<file path="config.mk">
export PLATFORM = sky130hd
export DESIGN_NAME = tp_timer_cfg
export DESIGN_NICKNAME = d
export VERILOG_FILES = /design/src/rtl/tp_pkg.sv /design/src/rtl/tp_timer_cfg.sv /design/src/rtl/tp_timer_unit.sv
export SDC_FILE = /design/constraint.sdc
export NUM_CORES = 1
export LEC_CHECK = 0
export BUFFER_PORTS_ARGS = -buffer_cell sky130_fd_sc_hd__clkbuf_2
export CAP_MARGIN = 20
export CORE_MARGIN = 3
export CORE_UTILIZATION = 52
export CTS_CLUSTER_DIAMETER = 150
export DETAILED_ROUTE_END_ITERATION = 12
export PLACE_DENSITY = 0.77
export SYNTH_ARGS = -nofsm -noshare
export SYNTH_HDL_FRONTEND = slang
export SYNTH_SLANG_ARGS = --single-unit
</file>
<file path="constraint.sdc">
create_clock -name sys_clk -period 3.6 [get_ports sys_clk]
set_clock_uncertainty 0.15 [all_clocks]
set_input_delay 0.9 -clock sys_clk [delete_from_list [all_inputs] [get_ports sys_clk]]
set_output_delay 0.9 -clock sys_clk [all_outputs]
set_load 0.005 [all_outputs]
</file>
<file path="src/rtl/tp_pkg.sv">
// Constants for the timer/PWM configuration and status block.
// Assumes one master clock and a word-per-register AHB-Lite map.
package tp_pkg;
  ////////////////////////////////////////////////////////////////////////////
  // Register indices; byte address is four times the index
  localparam logic [7:0] IDX_T1_CTRL   = 8'h08;
  localparam logic [7:0] IDX_T1_CLK    = 8'h09;
  localparam logic [7:0] IDX_T2_CTRL   = 8'h0a;
  localparam logic [7:0] IDX_T2_CLK    = 8'h0b;
  localparam logic [7:0] IDX_PA_FUNC   = 8'h0c;
  localparam logic [7:0] IDX_T0_STATE  = 8'h0d;
  localparam logic [7:0] IDX_T1_STATE  = 8'h0f;
  localparam logic [7:0] IDX_PC_FUNC   = 8'h10;
  localparam logic [7:0] IDX_T2_STATE  = 8'h11;
  localparam logic [7:0] IDX_IRQ_STAT  = 8'h14;
  localparam logic [7:0] IDX_IRQ_MASK  = 8'h15;
  localparam logic [7:0] IDX_T1_CMP    = 8'h16;
  localparam logic [7:0] IDX_T2_CMP    = 8'h17;
  ////////////////////////////////////////////////////////////////////////////
  // Control register fields
  localparam int CTRL_RST_N  = 0;
  localparam int CTRL_RUN    = 2;
  localparam int CTRL_EDGE   = 4;
  localparam int CTRL_SRC    = 6;
  localparam int CTRL_PWM    = 7;
  localparam logic [7:0] CTRL_USED = 8'hf5;
  // Clock register fields
  localparam int CLK_DIV     = 0;
  localparam int CLK_SQUARE  = 5;
  localparam logic [7:0] CLK_USED  = 8'h3f;
  localparam logic [4:0] DIV_MAX   = 5'h10;
  // Pin function fields
  localparam int PIN_TX      = 3;
  localparam int PA_WIDTH    = 3;
  localparam logic [7:0] PIN_USED  = 8'h0f;
  // Status fields
  localparam int ST_RUN      = 0;
  localparam int ST_OUT_RST  = 1;
  // Edge select codes
  localparam logic [1:0] EDGE_FALL = 2'h0;
  localparam logic [1:0] EDGE_RISE = 2'h1;
  localparam logic [1:0] EDGE_BOTH = 2'h2;
  ////////////////////////////////////////////////////////////////////////////
  // Reset values and counter maximum
  localparam logic [7:0] RST_CTRL    = 8'h00;
  localparam logic [7:0] RST_CLK     = 8'h00;
  localparam logic [7:0] RST_PA_FUNC = 8'h00;
  localparam logic [7:0] RST_PC_FUNC = 8'h0f;
  localparam logic [7:0] RST_CMP     = 8'h80;
  localparam logic [7:0] CNT_MAX     = 8'hff;
  // Timer unit states
  typedef enum logic [1:0] {
    TP_IDLE,
    TP_COUNT,
    TP_HELD
  } tp_state_e;
endpackage : tp_pkg

</file>
<file path="src/rtl/tp_timer_cfg.sv">
// Timer 1/2 configuration, pin routing and timer status, on AHB-Lite.
// Assumes timer 0 and the serial transmitter live elsewhere and are synchronous.
//
// Our own choices: the AHB-Lite register port and the placing of the registers.
`timescale 1ns/100ps
module tp_timer_cfg
  import tp_pkg::*;
#(
  parameter int ADDR_W = 12
)
(
  input  wire logic              sys_clk,
  input  wire logic              arst_n,
  input  wire logic              hsel,
  input  wire logic [ADDR_W-1:0] haddr,
  input  wire logic [1:0]        htrans,
  input  wire logic              hwrite,
  input  wire logic [2:0]        hsize,
  input  wire logic [31:0]       hwdata,
  input  wire logic              hready,
  output logic                   hreadyout,
  output logic                   hresp,
  output logic [31:0]            hrdata,
  input  wire logic              timer0_output,
  input  wire logic              timer0_running_flag,
  input  wire logic              timer0_out_of_reset_flag,
  input  wire logic              serial_tx,
  input  wire logic [3:0]        gpio_a_out,
  input  wire logic [3:0]        gpio_a_oe,
  input  wire logic [3:0]        gpio_c_out,
  input  wire logic [3:0]        gpio_c_oe,
  output logic [3:0]             porta_pin_out,
  output logic [3:0]             porta_pin_oe,
  output logic [3:0]             portc_pin_out,
  output logic [3:0]             portc_pin_oe,
  output logic                   porta_width_8,
  output logic                   timer1_output,
  output logic                   timer2_output,
  output logic                   irq
);
  import tp_pkg::*;

  typedef struct packed {
    logic        dp_write;
    logic [7:0]  dp_index;
    logic [31:0] rdata;
    logic [7:0]  t1_ctrl;
    logic [7:0]  t1_clk;
    logic [7:0]  t2_ctrl;
    logic [7:0]  t2_clk;
    logic [7:0]  pa_func;
    logic [7:0]  pc_func;
    logic [7:0]  t1_cmp;
    logic [7:0]  t2_cmp;
    logic [1:0]  irq_stat;
    logic [1:0]  irq_mask;
  } tp_cfg_s;

  tp_cfg_s     cfg_reg;
  tp_cfg_s     cfg_next;
  logic        addr_phase;
  logic [7:0]  a_index;
  logic [7:0]  rd_val;
  logic [1:0]  tmr_out;
  logic [1:0]  tmr_ev;
  logic [7:0]  tmr_ctrl [2];
  logic [7:0]  tmr_clk  [2];
  logic [7:0]  tmr_cmp  [2];
  logic [2:0]  tmr_all;

  ////////////////////////////////////////////////////////////////////////////
  // Timer units
  assign tmr_ctrl[0] = cfg_reg.t1_ctrl;
  assign tmr_ctrl[1] = cfg_reg.t2_ctrl;
  assign tmr_clk[0]  = cfg_reg.t1_clk;
  assign tmr_clk[1]  = cfg_reg.t2_clk;
  assign tmr_cmp[0]  = cfg_reg.t1_cmp;
  assign tmr_cmp[1]  = cfg_reg.t2_cmp;

  for (genvar g = 0; g < 2; g++) begin : g_tmr
    tp_timer_unit u_unit (
      .sys_clk         (sys_clk),
      .arst_n          (arst_n),
      .soft_reset_n    (tmr_ctrl[g][CTRL_RST_N]),
      .soft_run        (tmr_ctrl[g][CTRL_RUN]),
      .pwm_select      (tmr_ctrl[g][CTRL_PWM]),
      .square_wave_sel (tmr_clk[g][CLK_SQUARE]),
      .irq_edge_sel    (tmr_ctrl[g][CTRL_EDGE+1:CTRL_EDGE]),
      .irq_source_sel  (tmr_ctrl[g][CTRL_SRC]),
      .divider_code    (tmr_clk[g][CLK_DIV+4:CLK_DIV]),
      .compare         (tmr_cmp[g]),
      .timer_output    (tmr_out[g]),
      .irq_event       (tmr_ev[g])
    );
  end

  assign timer1_output = tmr_out[0];
  assign timer2_output = tmr_out[1];
  assign tmr_all       = {tmr_out[1], tmr_out[0], timer0_output};

  ////////////////////////////////////////////////////////////////////////////
  // Pin routing; a routed timer pin floats while that timer is in reset
  always_comb begin
    for (int i = 0; i < 3; i++) begin
      logic in_rst;
      in_rst = 1'b0;
      case (i)
        0:       in_rst = ~timer0_out_of_reset_flag;
        1:       in_rst = ~cfg_reg.t1_ctrl[CTRL_RST_N];
        default: in_rst = ~cfg_reg.t2_ctrl[CTRL_RST_N];
      endcase
      if (cfg_reg.pa_func[i]) begin
        porta_pin_out[i] = tmr_all[i];
        porta_pin_oe[i]  = ~in_rst;
      end else begin
        porta_pin_out[i] = gpio_a_out[i];
        porta_pin_oe[i]  = gpio_a_oe[i];
      end
      if (!cfg_reg.pc_func[i]) begin
        portc_pin_out[i] = tmr_all[i];
        portc_pin_oe[i]  = ~in_rst;
      end else begin
        portc_pin_out[i] = gpio_c_out[i];
        portc_pin_oe[i]  = gpio_c_oe[i];
      end
    end
    // Fourth port-A line (bit 3) exists only in 8-bit width
    porta_pin_out[3] = gpio_a_out[3];
    porta_pin_oe[3]  = gpio_a_oe[3] & cfg_reg.pa_func[PA_WIDTH];
    if (!cfg_reg.pc_func[PIN_TX]) begin
      portc_pin_out[3] = serial_tx;
      portc_pin_oe[3]  = 1'b1;
    end else begin
      portc_pin_out[3] = gpio_c_out[3];
      portc_pin_oe[3]  = gpio_c_oe[3];
    end
  end

  assign porta_width_8 = cfg_reg.pa_func[PA_WIDTH];

  ////////////////////////////////////////////////////////////////////////////
  // Bus access and register file
  assign addr_phase = hsel & htrans[1] & hready;
  assign a_index    = haddr[9:2];

  always_comb begin
    rd_val = 8'h00;
    case (a_index)
      IDX_T1_CTRL:  rd_val = cfg_reg.t1_ctrl;
      IDX_T1_CLK:   rd_val = cfg_reg.t1_clk;
      IDX_T2_CTRL:  rd_val = cfg_reg.t2_ctrl;
      IDX_T2_CLK:   rd_val = cfg_reg.t2_clk;
      IDX_PA_FUNC:  rd_val = cfg_reg.pa_func;
      IDX_PC_FUNC:  rd_val = cfg_reg.pc_func;
      IDX_T0_STATE: rd_val = {6'h00, timer0_out_of_reset_flag,
                              timer0_running_flag};
      IDX_T1_STATE: rd_val = {6'h00, cfg_reg.t1_ctrl[CTRL_RST_N],
                              cfg_reg.t1_ctrl[CTRL_RUN]};
      IDX_T2_STATE: rd_val = {6'h00, cfg_reg.t2_ctrl[CTRL_RST_N],
                              cfg_reg.t2_ctrl[CTRL_RUN]};
      IDX_IRQ_STAT: rd_val = {6'h00, cfg_reg.irq_stat};
      IDX_IRQ_MASK: rd_val = {6'h00, cfg_reg.irq_mask};
      IDX_T1_CMP:   rd_val = cfg_reg.t1_cmp;
      IDX_T2_CMP:   rd_val = cfg_reg.t2_cmp;
      default:      rd_val = 8'h00;
    endcase
  end

  always_comb begin
    cfg_next          = cfg_reg;
    cfg_next.dp_write = addr_phase & hwrite;
    if (addr_phase) begin
      cfg_next.dp_index = a_index;
      cfg_next.rdata    = hwrite ? 32'h0000_0000 : {24'h00_0000, rd_val};
    end
    // Read of the status register clears it; a new event in that cycle wins
    if (addr_phase && !hwrite && a_index == IDX_IRQ_STAT) begin
      cfg_next.irq_stat = 2'h0;
    end
    if (cfg_reg.dp_write) begin
      case (cfg_reg.dp_index)
        IDX_T1_CTRL: cfg_next.t1_ctrl  = hwdata[7:0] & CTRL_USED;
        IDX_T1_CLK:  cfg_next.t1_clk   = hwdata[7:0] & CLK_USED;
        IDX_T2_CTRL: cfg_next.t2_ctrl  = hwdata[7:0] & CTRL_USED;
        IDX_T2_CLK:  cfg_next.t2_clk   = hwdata[7:0] & CLK_USED;
        IDX_PA_FUNC: cfg_next.pa_func  = hwdata[7:0] & PIN_USED;
        IDX_PC_FUNC: cfg_next.pc_func  = hwdata[7:0] & PIN_USED;
        IDX_IRQ_MASK: cfg_next.irq_mask = hwdata[1:0];
        IDX_T1_CMP:  cfg_next.t1_cmp   = hwdata[7:0];
        IDX_T2_CMP:  cfg_next.t2_cmp   = hwdata[7:0];
        default: ;
      endcase
    end
    cfg_next.irq_stat = cfg_next.irq_stat | tmr_ev;
  end

  always_ff @(posedge sys_clk or negedge arst_n) begin
    if (!arst_n) begin
      cfg_reg <= '{dp_write: 1'b0, dp_index: 8'h00, rdata: 32'h0000_0000,
                   t1_ctrl: RST_CTRL, t1_clk: RST_CLK, t2_ctrl: RST_CTRL,
                   t2_clk: RST_CLK, pa_func: RST_PA_FUNC, pc_func: RST_PC_FUNC,
                   t1_cmp: RST_CMP, t2_cmp: RST_CMP, irq_stat: 2'h0,
                   irq_mask: 2'h0};
    end else begin
      cfg_reg <= cfg_next;
    end
  end

  assign hreadyout = 1'b1;
  assign hresp     = 1'b0;
  assign hrdata    = cfg_reg.rdata;
  assign irq       = |(cfg_reg.irq_stat & cfg_reg.irq_mask);
endmodule : tp_timer_cfg

</file>
<file path="src/rtl/tp_timer_unit.sv">
// One timer/PWM unit: power-of-two prescaler, 8-bit counter, output, event.
// Assumes its control inputs come straight from registers on sys_clk.
`timescale 1ns/100ps
module tp_timer_unit
  import tp_pkg::*;
(
  input  wire logic       sys_clk,
  input  wire logic       arst_n,
  input  wire logic       soft_reset_n,
  input  wire logic       soft_run,
  input  wire logic       pwm_select,
  input  wire logic       square_wave_sel,
  input  wire logic [1:0] irq_edge_sel,
  input  wire logic       irq_source_sel,
  input  wire logic [4:0] divider_code,
  input  wire logic [7:0] compare,
  output logic            timer_output,
  output logic            irq_event
);
  import tp_pkg::*;

  typedef struct packed {
    tp_state_e  state;
    logic [15:0] pre;
    logic [7:0]  cnt;
    logic        out;
    logic        ev;
  } tp_unit_s;

  tp_unit_s    st_reg;
  tp_unit_s    st_next;
  logic [4:0]  code;
  logic [15:0] mask;
  logic        tick;
  logic        stop_ev;

  always_comb begin
    code    = (divider_code > DIV_MAX) ? DIV_MAX : divider_code;
    mask    = 16'((17'h1 << code) - 17'h1);
    tick    = ((st_reg.pre & mask) == mask);
    stop_ev = 1'b0;
    st_next = st_reg;
    st_next.ev = 1'b0;
    if (!soft_reset_n) begin
      st_next.state = TP_IDLE;
      st_next.pre   = 16'h0000;
      st_next.cnt   = 8'h00;
      st_next.out   = 1'b0;
    end else begin
      case (st_reg.state)
        TP_IDLE: begin
          if (soft_run) begin
            st_next.state = TP_COUNT;
            st_next.pre   = 16'h0000;
            st_next.cnt   = 8'h00;
            st_next.out   = 1'b1;
          end
        end
        TP_COUNT: begin
          if (!soft_run) begin
            st_next.state = TP_IDLE;
          end else if (tick) begin
            st_next.pre = 16'h0000;
            st_next.cnt = st_reg.cnt + 8'h01;
            if (st_reg.cnt == compare) begin
              st_next.out = square_wave_sel ? ~st_reg.out : 1'b0;
              if (!pwm_select) begin
                st_next.state = TP_HELD;
                stop_ev       = 1'b1;
              end
            end
            if (pwm_select && st_reg.cnt == CNT_MAX) begin
              st_next.cnt = 8'h00;
              if (!square_wave_sel) begin
                st_next.out = 1'b1;
              end
            end
          end else begin
            st_next.pre = st_reg.pre + 16'h0001;
          end
        end
        TP_HELD: begin
          if (!soft_run) begin
            st_next.state = TP_IDLE;
          end
        end
        default: st_next.state = TP_IDLE;
      endcase
    end
    // Start drives the output high, so a rising-edge source also fires there
    if (irq_source_sel) begin
      case (irq_edge_sel)
        EDGE_FALL: st_next.ev = st_reg.out & ~st_next.out;
        EDGE_RISE: st_next.ev = ~st_reg.out & st_next.out;
        EDGE_BOTH: st_next.ev = st_reg.out ^ st_next.out;
        default:   st_next.ev = 1'b0;
      endcase
    end else begin
      st_next.ev = stop_ev;
    end
  end

  always_ff @(posedge sys_clk or negedge arst_n) begin
    if (!arst_n) begin
      st_reg <= '{state: TP_IDLE, pre: 16'h0000, cnt: 8'h00, out: 1'b0, ev: 1'b0};
    end else begin
      st_reg <= st_next;
    end
  end

  assign timer_output = st_reg.out;
  assign irq_event    = st_reg.ev;
endmodule : tp_timer_unit

</file>
---- Word-level counts from Yosys, hierarchy flattened ----
Index checks and enable logic that the tools add are counted.
operators by class
  add/subtract/negate cells ............... 6
  $lt $le $gt $ge ......................... 2
  equality and inequality tests ........... 52
  shift-type cells ........................ 2
  muxes and demuxes ....................... 67
  bitwise logic cells ..................... 18
  reduce and logical (&&, ||, !) cells .... 25
operator list
  kind                                                    count
  2-to-1 mux 27 bit                                       4
  case mux 8 bit (13 select lines)                        1
  case mux 25 bit (2 select lines)                        2
  == test 8 x 4 -> 1 bit (second input constant)          12
  == test 8 x 5 -> 1 bit (second input constant)          10
  2-to-1 mux 25 bit                                       2
  2-to-1 mux 9 bit                                        4
  2-to-1 mux 1 bit                                        34
  adder 16 x 1 -> 16 bit (second input constant)          2
  bitwise AND 16 bit                                      2
  == test 16 bit                                          2
  2-to-1 mux 16 bit                                       2
  left shift 1 x 5 -> 16 bit (first input constant)       2
  subtractor 16 x 1 -> 16 bit (second input constant)     2
  2-to-1 mux 2 bit                                        11
  inequality test 3 bit (second input constant)           6
  AND reduction 2 bit                                     9
  adder 8 x 1 -> 8 bit (second input constant)            2
  == test 8 bit                                           2
  == test 8 bit (second input constant)                   2
  inequality test 4 x 3 -> 1 bit (second input constant)  4
  case mux 2 bit (3 select lines)                         2
  > comparator 5 bit (second input constant)              2
  2-to-1 mux 5 bit                                        2
  other kinds (19)                                        49
storage, ports and cells
  flip-flop bits (word level) ............. 149
  input port bits ......................... 74
  output and inout port bits .............. 54
  logic and storage cells ................. 195

---- Depth between registers and ports, before layout ----
  word-level depth ........................ 14
  gate-level depth with buffers ........... 18
  gate-level depth less buffers ........... 14

---- Hierarchy ----
A second synthesis with hierarchy kept.
unflattened totals
  cells, all modules ...................... 818
  area total of the unflattened synthesis .. 7910.1 um^2
by module, submodules not included
  module                            instances  cells an instance  area each (um^2)  sequential area each (um^2)
  tp_timer_cfg                      1          324                3773.6            1734.2
  tp_timer_unit at g_tmr[0].u_unit  1          246                2082.0            700.7
  tp_timer_unit at g_tmr[1].u_unit  1          248                2054.5            700.7

---- Least setup slack after synthesis ----
Ideal clock, no wire load.
  kind .................................... register to register
  start ................................... register cfg_reg[53] (netlist name)
  end ..................................... register g_tmr[0].u_unit.st_reg (netlist bit g_tmr[0].u_unit.irq_event)
  library setup time ...................... 132 ps
  arrival ................................. 3431 ps
  required time ........................... 3318 ps
  path slack .............................. -113 ps
  stages on the path, launching flop included .. 18
  path buffers ............................ 3
  clock period less this slack ............ 3713 ps
  cell sequence ........................... dfrtp_1 buf_6 clkbuf_1 nor3_1 nand3b_1 ha_1 clkbuf_1 nand2b_1 o22ai_1 a2111oi_2 nand4_2 nor2_4 o2111ai_1 and3_1 ha_1 mux2_2 o211ai_1 o41ai_2
RTL lines
  item                    line                  RTL
  start, declared         tp_timer_cfg.sv:59    tp_cfg_s cfg_reg;
  start signal, assigned  tp_timer_cfg.sv:199   cfg_reg <= '{dp_write: 1'b0, dp_index: 8'h00, rdata: 32'h0000_0000,
  start signal, assigned  tp_timer_cfg.sv:205   cfg_reg <= cfg_next;
  end signal, assigned    tp_timer_unit.sv:105  st_reg <= '{state: TP_IDLE, pre: 16'h0000, cnt: 8'h00, out: 1'b0, ev: 1'b0};
  end signal, assigned    tp_timer_unit.sv:107  st_reg <= st_next;
  end, declared           tp_timer_unit.sv:30   tp_unit_s st_reg;

==> flow_metrics.env <==
export IMPL_drc=0
export IMPL_relSlewSlack_pct=46.4
export IMPL_drt_wirelength_per_cell_um=18.6
export IMPL_num_vias=6812
export IMPL_post_dp_hpwl_um=14300
export IMPL_combPwrFrac_pct=12.8
export IMPL_post_route_period_util_pct=98.6
export IMPL_antenna_found_initial=0
export IMPL_dr_pass1_iters=5
export IMPL_syn_avg_cell_area_um2=9.61
export IMPL_dp_slack_ns=0.0435
export IMPL_leakage_uw=0.00413
export IMPL_fin_hold_ws_ns=0.299
export IMPL_final_area_um2=9160
export IMPL_cp_required_ns=3.75
export IMPL_die_w_um=130
export IMPL_min_period_ns=3.55
export IMPL_die_h_um=130
export IMPL_irDropWorstVdd_mv=0.371
export IMPL_clkLatencyLatePin_ns=0.43
export IMPL_swShare_pct=24.8
export IMPL_grtUsageMet2_pct=36.0
export IMPL_ys_top_cells_by_area="dfrtp_1 37%, mux2_2 10%, buf_4 3.6%"
export IMPL_p_clk_share_pct=49.3
export IMPL_fin_ws_ns=0.0498
export IMPL_clk_path_buf_depth=2
export IMPL_busiest_layer="met1"
export IMPL_wirelength_um=20200
export IMPL_synth_seq_cells=125
export IMPL_path_class="flip-flop to flip-flop"
export IMPL_maxCapViolCount=0
export IMPL_synth_cell_type_count=86
export IMPL_gp_congestion=0.883
export IMPL_grt_pass1_vias=6163
export IMPL_met3_usage_pct=5.61
export IMPL_ys_seq_area_share_pct=39.3
export IMPL_hp_class="flip-flop to flip-flop"
export IMPL_synth_edf_count=0
export IMPL_drive_gt1_share_pct=27.3
export IMPL_synth_area_leader_cell="dfrtp_1"
export IMPL_fin_nets=977
export IMPL_ctsRootBufferMaster="clkbuf_16"
export IMPL_async_reset_ff_share_pct=100
export IMPL_cts_max_level=4
export IMPL_crit_fanout=4
export IMPL_hold_viol_final=0
export IMPL_total_power_uw=4030
export IMPL_p_int_uw=3030
export IMPL_viasPerCell=6.25
export IMPL_syn_to_final_growth_pct=14.9
export IMPL_synth_top_area_share_pct=37.3
export IMPL_core_region_area_um2=14800
export IMPL_cts_tree="built"
export IMPL_clock_sinks=125
export IMPL_status="complete, no violations"
export IMPL_grt_use_total_pct=24.6
export IMPL_pwr_density_cell_nw_per_um2=440
export IMPL_ys_warn_count=0
export IMPL_end_kind="flip-flop"
export IMPL_grt_max_degree=78
export IMPL_num_io_pins=128
export IMPL_holdCritStartpoint="g_tmr[0].u_unit.irq_event"
export IMPL_worst_pin_slew_ns=0.801
export IMPL_finalCoreUtilization_pct=62.1
export IMPL_ys_dominant_reg_cell="dfrtp_1"
export IMPL_slew_viol_final=0
export IMPL_critPathArrivalTime_ns=3.70
export IMPL_dieArea_um2=16900
export IMPL_detail_route_antenna_nets=0
export IMPL_startpoint="cfg_reg[55]"
export IMPL_grt_remaining_overflow=0
export IMPL_met1_usage_pct=36.1
export IMPL_timing_rr_start="cfg_reg[55]"
export IMPL_dpl_cell_area_um2=8370
export IMPL_cts_hold_buffers=0
export IMPL_syn_inst=830
export IMPL_grt_first_pass_wirelength_um=32700
export IMPL_p_sw_uw=999
export IMPL_seq_power_share_pct=37.9
export IMPL_crit_path_start_kind="flip-flop"
export IMPL_max_freq_mhz=282
export IMPL_rows=44
export IMPL_antenna_cells=0
export IMPL_start_util_pct=54.0
export IMPL_clkTransAtPathRegs_ns=0.06
export IMPL_largest_reg_flops=60
export IMPL_initialDrtViolationCount=715
export IMPL_io_buffers=67
export IMPL_cts_buffers_inserted=17
export IMPL_setup_viol=0
export IMPL_netlist_area_um2=7970
==> worst max-delay path, stage by stage, from the launching register on <==
cell and delay [ns]:
dfrtp_1 0.41, nor3_4 0.23, nand3b_1 0.15, ha_4 0.20, or4_1 0.57, a211oi_2 0.28, nor4_2 0.10, and4_4 0.22
nand4_1 0.08, nand3_1 0.09, and3_1 0.18, ha_1 0.17, mux2_2 0.26, o211ai_1 0.21, o41ai_2 0.10
==> area by class of cell <==
class,count,area (um2)
fillers,1178,5590
clock buffers,21,470
inverters,18,67.6
flip-flops and latches,125,3140
clock inverters,11,211
multi-input cells,633,4460
well taps,184,230
repair buffers,98,583
==> placed cells by master (no fill, tap or decap), drive strengths merged, types with 15 or more instances in the layout <==
cell type / count
nor2: 37
xnor2: 16
mux2: 71
a21oi: 21
buf: 32
nor3: 15
nand3: 42
conb: 26
dfrtp: 119
nand2: 76
clkbuf: 87
inv: 18
o21ai: 69
and3: 24
==> what timing repair did <==
item | CTS | global route
gates resized for setup | 0 | 14
setup buffers | 0 | 4
endpoints found under the setup margin | 0 | 2
endpoints found under the hold margin | 0 | 0
==> synthesized netlist by cell type (10+ instances only) <==
cell type	instances
nor2b_1	11
a21oi_1	19
dfrtp_1	119
a21o_1	14
mux2_2	71
and3_1	24
buf_4	38
buf_2	11
o21ai_0	49
clkbuf_1	20
nand4_1	13
a211oi_1	11
nor2_1	36
nor3_1	14
o21ai_1	19
nand3_1	42
inv_1	18
ha_1	10
and2_1	11
nor3b_1	12
nand2_1	75
xnor2_1	16
==> kinds of logic after synthesis <==
| group | count (synthesis) | synth area share, % |
|---|---|---|
| AND/OR/NAND/NOR | 298 | 20.9 |
| XOR/XNOR | 25 | 2.75 |
| flip-flops | 125 | 39.3 |
| multiplexers | 79 | 11.2 |
| other | 2 | 0.0942 |
| adder cells (fa/ha/maj) | 10 | 1.57 |
| AO/OA/AOI/OAI | 195 | 17.2 |
| buffers and inverters | 96 | 7.05 |
==> stage by stage <==
| step | std cells | setup TNS, ns |
|---|---|---|
| floorplan | 854 | 0 |
| global placement | 1054 | 0 |
| detailed placement | 1054 | 0 |
| CTS | 1086 | 0 |
| global route | 1090 | -0.0742 |
| finish | 1090 | 0 |
==> path summary, 6_finish.rpt <==
kind	endpoint	slack, ns	cells after the start
worst min register to register	cfg_reg[2]	0.30	1
worst max-delay path	g_tmr[0].u_unit.irq_event	0.05	14
worst min-delay path	cfg_reg[2]	0.30	1
max in group asynchronous	cfg_reg[22]	2.07	2
worst max register to register	g_tmr[0].u_unit.irq_event	0.05	14
min in group asynchronous	g_tmr[1].u_unit.st_reg[11]	0.36	1
==> metal layers <==
| metal | wire (um) | part of all wire, % |
|---|---|---|
| met2 | 9190 | 45 |
| met4 | 428 | 2.1 |
| met3 | 1430 | 7.1 |
| met5 | 0 | 0 |
| met1 | 9180 | 45 |
==> power by group through the flow <==
stage,registers (uW),logic [uW],clock network (uW)
4_1_cts,1520,499,2000
3_3_place_gp,1540,480,0
2_1_floorplan,1520,370,0
5_1_grt,1530,567,2060
3_5_place_dp,1550,493,0
6_report,1530,515,1980
No activity file was read; power rests on OpenSTA's default activity.
